==> src/logic/mem_map_pkg.sv <==
// Constants and types for the memory map and protection block.
package mem_map_pkg;

  // ****************************************************************
  // Register map and fields
  // ****************************************************************
  localparam logic [7:0] IMC_ADDR      = 8'hfb;
  localparam logic [7:0] STACK_HI_ADDR = 8'hfe;
  localparam logic [7:0] SPL_ADDR      = 8'hff;
  localparam int         IMC_RAMP_BIT  = 6;
  localparam logic [7:0] IMC_RESET     = 8'h00;
  localparam logic [7:0] SP_RESET      = 8'h00;
  localparam logic [7:0] PROT_LO       = 8'h80;
  localparam logic [7:0] PROT_HI       = 8'hef;
  localparam logic [7:0] GPR_LO        = 8'h04;
  localparam logic [7:0] GPR_HI        = 8'hef;

  // ****************************************************************
  // Program and data memory map
  // ****************************************************************
  localparam logic [15:0] VECTOR_BYTES = 16'h000c;
  localparam logic [15:0] START_PC     = 16'h000c;
  localparam logic [15:0] TOP_4K       = 16'h0fff;
  localparam logic [15:0] TOP_8K       = 16'h1fff;
  localparam logic [15:0] TOP_16K      = 16'h3fff;
  localparam logic [15:0] SPACE_TOP    = 16'hffff;

  typedef enum logic [1:0] {
    SIZE_4K  = 2'h0,
    SIZE_8K  = 2'h1,
    SIZE_16K = 2'h2
  } mem_size_t;

  typedef enum logic [2:0] {
    ACC_FETCH = 3'h0,
    ACC_PCONST     = 3'h1,
    ACC_PCONST_INC = 3'h2,
    ACC_XDATA      = 3'h3,
    ACC_XDATA_INC  = 3'h4
  } acc_kind_t;

  // Core's request for a program or data space access.
  typedef struct packed {
    logic        valid;
    acc_kind_t   kind;
    logic [15:0] addr;
  } mem_req_t;

  // Routing decision for that access.
  typedef struct packed {
    logic        to_internal;
    logic        to_external;
    logic        blocked;
    logic        data_space;
  } mem_route_t;

  // Register file access from the core.
  typedef struct packed {
    logic       wr;
    logic       rd;
    logic [7:0] addr;
    logic [7:0] wdata;
  } reg_req_t;

endpackage

==> src/logic/memory_map_protection.sv <==
// Address map, read protection, RAM protect and stack pointer logic.
`timescale 1ns/1ps
`default_nettype none
module memory_map_protection (
  input  wire logic                   mclk_i,
  input  wire logic                   reset_n_i,
  input  wire logic                   stop_recover_i,
  input  wire logic                   no_int_prog_i,
  input  wire mem_map_pkg::mem_size_t mem_size_i,
  input  wire logic                   rom_protect_opt_i,
  input  wire logic                   ram_protect_opt_i,
  input  wire logic                   dsel_func_en_i,
  input  wire logic                   ext_stack_i,
  input  wire logic                   port_line_i,
  input  wire mem_map_pkg::reg_req_t  reg_req_i,
  input  wire mem_map_pkg::mem_req_t  mem_req_i,
  input  wire logic                   pc_exec_ext_i,
  output logic                        pc_load_o,
  output logic [15:0]                 pc_value_o,
  output logic [7:0]                  reg_rdata_o,
  output logic                        reg_hit_o,
  output logic                        reg_blocked_o,
  output mem_map_pkg::mem_route_t     route_o,
  output logic [15:0]                 stack_ptr_o,
  output logic                        stack_bound_err_o,
  output logic                        port_line_o,
  output logic                        ram_protect_on_o,
  output logic                        no_int_prog_o
);

  // ****************************************************************
  // Strap capture and start address
  // ****************************************************************
  logic        strap_meta_q;
  logic        strap_sync_q;
  logic        no_int_q;
  logic        boot_q;
  logic [1:0]  boot_cnt_q;
  logic        pc_load_q;
  logic [15:0] pc_value_q;

  // Two flops guard the asynchronous strap pin before it is latched.
  always_ff @(posedge mclk_i or negedge reset_n_i) begin
    if (!reset_n_i) begin
      strap_meta_q <= 1'b0;
      strap_sync_q <= 1'b0;
    end else begin
      strap_meta_q <= no_int_prog_i;
      strap_sync_q <= strap_meta_q;
    end
  end

  // The mode latches on the third edge after release, once the strap has
  // crossed both synchroniser flops, and then holds for the run.
  always_ff @(posedge mclk_i or negedge reset_n_i) begin
    if (!reset_n_i) begin
      boot_q     <= 1'b1;
      boot_cnt_q <= 2'h0;
      no_int_q   <= 1'b0;
    end else begin
      boot_q <= 1'b0;
      if (boot_cnt_q != 2'h3) begin
        boot_cnt_q <= boot_cnt_q + 2'h1;
      end
      if (boot_cnt_q == 2'h2) begin
        no_int_q <= strap_sync_q;
      end
    end
  end

  always_ff @(posedge mclk_i or negedge reset_n_i) begin
    if (!reset_n_i) begin
      pc_load_q  <= 1'b0;
      pc_value_q <= 16'h0000;
    end else begin
      pc_load_q  <= boot_q | stop_recover_i;
      pc_value_q <= mem_map_pkg::START_PC;
    end
  end

  // ****************************************************************
  // Program and data space decode
  // ****************************************************************
  logic [15:0] int_top;
  logic        kind_pconst;
  logic        kind_xdata;
  logic        in_internal;
  logic        table_read;
  logic        table_blocked;
  mem_map_pkg::mem_route_t route_d;
  mem_map_pkg::mem_route_t route_q;

  always_comb begin
    case (mem_size_i)
      mem_map_pkg::SIZE_4K:  int_top = mem_map_pkg::TOP_4K;
      mem_map_pkg::SIZE_8K:  int_top = mem_map_pkg::TOP_8K;
      mem_map_pkg::SIZE_16K: int_top = mem_map_pkg::TOP_16K;
      default:               int_top = mem_map_pkg::TOP_4K;
    endcase
  end

  assign kind_pconst = (mem_req_i.kind == mem_map_pkg::ACC_PCONST) ||
                       (mem_req_i.kind == mem_map_pkg::ACC_PCONST_INC);
  assign kind_xdata  = (mem_req_i.kind == mem_map_pkg::ACC_XDATA) ||
                       (mem_req_i.kind == mem_map_pkg::ACC_XDATA_INC);
  // Vectors occupy 0..000Bh inside the internal array.
  // Data loads address external data at every address, below the internal top as well.
  // With no internal program everything goes out, 64 KB wide.
  assign in_internal = !no_int_q && (mem_req_i.addr <= int_top) &&
                       !kind_xdata;
  assign table_read  = kind_pconst || kind_xdata;
  assign table_blocked = rom_protect_opt_i && pc_exec_ext_i &&
                         table_read && in_internal;

  always_comb begin
    route_d             = '0;
    route_d.data_space  = mem_req_i.valid && kind_xdata;
    route_d.blocked     = mem_req_i.valid && table_blocked;
    route_d.to_internal = mem_req_i.valid && in_internal && !table_blocked;
    route_d.to_external = mem_req_i.valid && !in_internal;
  end

  always_ff @(posedge mclk_i or negedge reset_n_i) begin
    if (!reset_n_i) begin
      route_q <= '0;
    end else begin
      route_q <= route_d;
    end
  end

  // ****************************************************************
  // Data-space select on the port line
  // ****************************************************************
  logic port_sync_meta_q;
  logic port_sync_q;
  logic port_line_q;

  always_ff @(posedge mclk_i or negedge reset_n_i) begin
    if (!reset_n_i) begin
      port_sync_meta_q <= 1'b0;
      port_sync_q      <= 1'b0;
    end else begin
      port_sync_meta_q <= port_line_i;
      port_sync_q      <= port_sync_meta_q;
    end
  end

  // Select is active low; idle and program loads hold it high.
  always_ff @(posedge mclk_i or negedge reset_n_i) begin
    if (!reset_n_i) begin
      port_line_q <= 1'b1;
    end else if (dsel_func_en_i) begin
      port_line_q <= !(route_d.data_space);
    end else begin
      port_line_q <= port_sync_q;
    end
  end

  // ****************************************************************
  // Control registers and RAM protect
  // ****************************************************************
  logic [7:0] imc_q;
  logic [7:0] stack_hi_q;
  logic [7:0] spl_q;
  logic       ramp_on;
  logic       in_prot;
  logic       blocked;
  logic       is_ctrl;
  logic [7:0] rdata_q;
  logic       hit_q;
  logic       blk_q;

  // Protection only takes effect when the option was programmed.
  assign ramp_on = ram_protect_opt_i && imc_q[mem_map_pkg::IMC_RAMP_BIT];
  assign in_prot = (reg_req_i.addr >= mem_map_pkg::PROT_LO) &&
                   (reg_req_i.addr <= mem_map_pkg::PROT_HI);
  assign blocked = ramp_on && in_prot;
  assign is_ctrl = (reg_req_i.addr == mem_map_pkg::IMC_ADDR) ||
                   (reg_req_i.addr == mem_map_pkg::STACK_HI_ADDR) ||
                   (reg_req_i.addr == mem_map_pkg::SPL_ADDR);

  always_ff @(posedge mclk_i or negedge reset_n_i) begin
    if (!reset_n_i) begin
      imc_q <= mem_map_pkg::IMC_RESET;
    end else if (reg_req_i.wr && reg_req_i.addr == mem_map_pkg::IMC_ADDR) begin
      imc_q <= reg_req_i.wdata;
    end
  end

  // Stop recovery is a synchronous clear beside the asynchronous reset.
  always_ff @(posedge mclk_i or negedge reset_n_i) begin
    if (!reset_n_i) begin
      stack_hi_q <= mem_map_pkg::SP_RESET;
      spl_q      <= mem_map_pkg::SP_RESET;
    end else if (stop_recover_i) begin
      stack_hi_q <= mem_map_pkg::SP_RESET;
      spl_q      <= mem_map_pkg::SP_RESET;
    end else if (reg_req_i.wr) begin
      if (reg_req_i.addr == mem_map_pkg::STACK_HI_ADDR) begin
        stack_hi_q <= reg_req_i.wdata;
      end
      if (reg_req_i.addr == mem_map_pkg::SPL_ADDR) begin
        spl_q <= reg_req_i.wdata;
      end
    end
  end

  // Read data for the control registers; the general file lives outside,
  // so a blocked read forces zero over whatever it returns.
  always_ff @(posedge mclk_i or negedge reset_n_i) begin
    if (!reset_n_i) begin
      rdata_q <= 8'h00;
      hit_q   <= 1'b0;
      blk_q   <= 1'b0;
    end else begin
      hit_q <= reg_req_i.rd && is_ctrl;
      blk_q <= (reg_req_i.rd || reg_req_i.wr) && blocked;
      if (reg_req_i.rd && reg_req_i.addr == mem_map_pkg::IMC_ADDR) begin
        rdata_q <= imc_q;
      end else if (reg_req_i.rd &&
                   reg_req_i.addr == mem_map_pkg::STACK_HI_ADDR) begin
        rdata_q <= stack_hi_q;
      end else if (reg_req_i.rd && reg_req_i.addr == mem_map_pkg::SPL_ADDR) begin
        rdata_q <= spl_q;
      end else begin
        rdata_q <= 8'h00;
      end
    end
  end

  // ****************************************************************
  // Stack placement and bounds
  // ****************************************************************
  logic [15:0] sp_full;
  logic [15:0] data_base;
  logic        err_q;

  assign sp_full   = ext_stack_i ? {stack_hi_q, spl_q} :
                                   {8'h00, spl_q};
  assign data_base = no_int_q ? 16'h0000 : int_top + 16'h0001;

  // A stack outside its legal window is flagged, not corrected.
  always_ff @(posedge mclk_i or negedge reset_n_i) begin
    if (!reset_n_i) begin
      err_q <= 1'b0;
    end else if (ext_stack_i) begin
      err_q <= (sp_full < data_base);
    end else begin
      err_q <= (spl_q < mem_map_pkg::GPR_LO) ||
               (spl_q > mem_map_pkg::GPR_HI);
    end
  end

  assign pc_load_o         = pc_load_q;
  assign pc_value_o        = pc_value_q;
  assign reg_rdata_o       = rdata_q;
  assign reg_hit_o         = hit_q;
  assign reg_blocked_o     = blk_q;
  assign route_o           = route_q;
  assign stack_ptr_o       = {stack_hi_q, spl_q};
  assign stack_bound_err_o = err_q;
  assign port_line_o       = port_line_q;
  assign ram_protect_on_o  = imc_q[mem_map_pkg::IMC_RAMP_BIT];
  assign no_int_prog_o     = no_int_q;

endmodule
`default_nettype wire
==> config.mk <==
export PLATFORM = sky130hd
export DESIGN_NAME = memory_map_protection
export DESIGN_NICKNAME = d
export VERILOG_FILES = /design/src/logic/mem_map_pkg.sv /design/src/logic/memory_map_protection.sv
export SDC_FILE = /design/constraint.sdc
export NUM_CORES = 1
export LEC_CHECK = 0
export ABC_AREA = 0
export ABC_CLOCK_PERIOD_IN_PS = 1720
export BUFFER_PORTS_ARGS = -buffer_cell sky130_fd_sc_hd__buf_2
export CAP_MARGIN = 15
export CORE_ASPECT_RATIO = 0.75
export CORE_MARGIN = 2
export CORE_UTILIZATION = 48
export CTS_BUF_LIST = sky130_fd_sc_hd__clkbuf_16
export CTS_CLUSTER_SIZE = 16
export DETAILED_ROUTE_END_ITERATION = 10
export PLACE_DENSITY = 0.8
export SLEW_MARGIN = 20
export SYNTH_ARGS = -nofsm -noshare
export SYNTH_HDL_FRONTEND = slang
export SYNTH_SLANG_ARGS = --single-unit
==> constraint.sdc <==
create_clock -name mclk_i -period 1.72 [get_ports mclk_i]
set_input_delay 0.43 -clock mclk_i [delete_from_list [all_inputs] [get_ports mclk_i]]
set_output_delay 0.43 -clock mclk_i [all_outputs]
set_load 0.005 [all_outputs]
==> flow_summary.ini <==
[place]
placedCellCount = 347
gp_congestion = 0.789
port_buffers = 86
hpwl_um = 4150
dpl_cell_area_um2 = 2950

[logic_synthesis]
synth_commonest_cells = 48 x dfrtp_1, 21 x nand2_1, 16 x mux2i_1
syn_area_um2 = 2400
avgSynthCellArea_um2 = 12.4
yosysTopAreaCell = dfrtp_1
async_flop_share_pct = 100
yosysUniqueCellTypes = 45
synth.most_common_cell = dfrtp_1
syn_inst = 194
synth_ff_type = dfrtp_1
yosys-top-cells-area = dfrtp_1 50%, mux2i_1 6.7%, ha_1 5.2%, buf_4 4.7%, mux2_2 4.2%
synth_top_area_share_pct = 50.1
ys_seq_area_share_pct = 52.2
yosys_warnings = 0
synth_edf_count = 0
ys_ff_latch = 50

[routing]
ant_nets = 0
via_count = 1855
drt_iter0_drc = 83
viasPerCell = 5.23
drt-total-wl_um = 5410
drtPass1Iterations = 4
drc_errors = 0
wl_per_cell_um = 15.2

[grt]
grt_pass1_wl_um = 8650
grt-busiest-layer = met2
antenna_found_initial = 0
met3_usage_pct = 3.77
overflow = 0
grt_use_total_pct = 20.3
grt_use_met1_pct = 27.1
met2_usage_pct = 33.1
grt_pass1_vias = 1837
grt_max_degree = 21

[timing]
maxSlewViolCount = 0
max_freq_mhz = 593
skew_ps = 2.41
hold_viol = 0
tns_ps = 0
min_period_ps = 1690
setup_viol = 0
period_share_pct = 98.0

[finish]
area.growth.synth_to_final_pct = 29.3
layout.nets = 354
final_core_utilization_pct = 64.0
nFillCells = 386
diodes = 0
final_area_um2 = 3100
regArea_um2 = 1250
multi_input_area_um2 = 1090
drive_gt1_share_pct = 43.1
stdcell_count = 355

[worst_setup_path]
r2r_start = spl_q[4]
required_ps = 1900
cp_max_fo = 3
arrival_ps = 1870
cp-end-kind = flip-flop
critPathMaxStageDelay_ps = 460
ff2ff_path_depth = 3
crit_path_start = mem_size_i[0]
crit_type = primary input to flip-flop
cp-start-kind = primary input
worstPathCellList = buf_2 > inv_4 > ha_4 > inv_1 > ha_1 > nand4_1 > o41a_1 > nor4bb_1
critPathSlowestCell = o41a_1
rrSetupSlack_ps = 290
worstReg2RegEnd = stack_bound_err_o

[clock_tree]
clock_sinks = 50
cts_resized = 0
cts_tree = yes
cts_root_buf = clkbuf_16
cts_buffers = 5
htree_levels = 2
clk_latency_ps = 290
path_clk_slew_ps = 70
clk_path_buf_depth = 2
postCtsSetupBuffers = 0
hold_buffers = 0

[floorplanning]
rows = 22
floorplan.initialDensity_pct = 49.5
placeableCoreArea_um2 = 4840
dieArea_um2 = 5590
die_h_um = 65.2
die_width_um = 85.6
ios = 101

[status]
status = complete, no violations

[power_and_ir_drop]
ir_drop_v = 0.000509
p_per_area_nw_per_um2 = 781
p_leak_uw = 0.00160

[job]
drv_cap = 0

[worst_hold_path]
min_path_type = primary input to async pin
[stage by stage]
| step | total power [µW] | hold WS, ps | worst slack (ps) |
|---|---|---|---|
| 6_report | 2420 | 95.3 | 34.3 |
| 5_1_grt | 2530 | 110 | -45.8 |
| 4_1_cts | 2440 | 105 | 70.5 |
| 3_5_place_dp | 1480 | 335 | -225 |
| 3_3_place_gp | 1470 | 334 | -184 |
| 2_1_floorplan | 1350 | 134 | 3.53 |
[final cells by class]
cell class,instances,share of cell area [%]
clock inverter,3,0.645
inverter,6,0.806
timing repair buffer,96,16.7
multi-input combinational,135,35.0
clock buffer,5,4.03
tap,60,2.42
sequential,50,40.4
[sequential cells by signal (all words and copies together) (netlist names), 2 cells and up]
name         cells
reg_rdata_o      8
imc_q            8
spl_q            8
boot_cnt_q       2
stack_hi_q       8
route_o          4
[report_power, final]
group	switching, µW	leakage (µW)	internal [µW]
clock	430	0.0000679	539
combinational	133	0.000877	106
sequential	10.9	0.000657	1200
[cell usage in the layout (no fill, tap or decap), types with 2 or more instances in the layout]
master | Yosys | final
nand4_1 | 4 | 4
buf_2 | 1 | 86
a22o_1 | 8 | 8
clkinv_1 | 1 | 2
nand2b_1 | 3 | 3
o21ai_0 | 2 | 2
o2bb2ai_1 | 9 | 9
clkbuf_16 | 0 | 5
ha_1 | 10 | 8
mux2_2 | 9 | 9
buf_4 | 15 | 9
dfrtp_1 | 48 | 48
nand2_1 | 21 | 21
nand3_1 | 3 | 3
inv_1 | 5 | 4
ha_4 | 0 | 2
dfstp_2 | 2 | 2
conb_1 | 2 | 16
nor2_1 | 3 | 3
nor4_4 | 3 | 3
mux2i_1 | 16 | 16
o21a_1 | 2 | 2
and2_1 | 3 | 3
[per-layer routing]
layer,up-vias,share of wire (%)
met2,52,52
met4,0,1.2
met1,918,42
met3,7,5.4
met5,-,0
li1,878,-
[cells by family (layout without fill, tap and decap cells)]
| logic type | after synthesis | after routing | synth area share [%] |
|---|---|---|---|
| adder cells (fa/ha/maj) | 10 | 10 | 5.21 |
| XOR/XNOR | 2 | 2 | 0.730 |
| flip-flops | 50 | 50 | 52.2 |
| multiplexers | 25 | 25 | 10.9 |
| AO/OA/AOI/OAI | 28 | 28 | 9.70 |
| other | 2 | 16 | 0.313 |
| AND/OR/NAND/NOR | 54 | 54 | 14.9 |
| buffers and inverters | 23 | 110 | 6.00 |
[worst max-delay path: cells and delay by family]
family,cells,cell delay [ps]
adder cells (fa/ha/maj),2,390
AND/OR/NAND/NOR,2,370
AO/OA/AOI/OAI,1,460
buffers and inverters,3,220
[how the worst max path moves through the flow]
stage	endpoint
detailed placement	route_o[3]
CTS	route_o[1]
global placement	route_o[3]
floorplan	route_o[3]
finish	route_o[3]
global route	route_o[3]
Power figures use the tool's default switching activity.
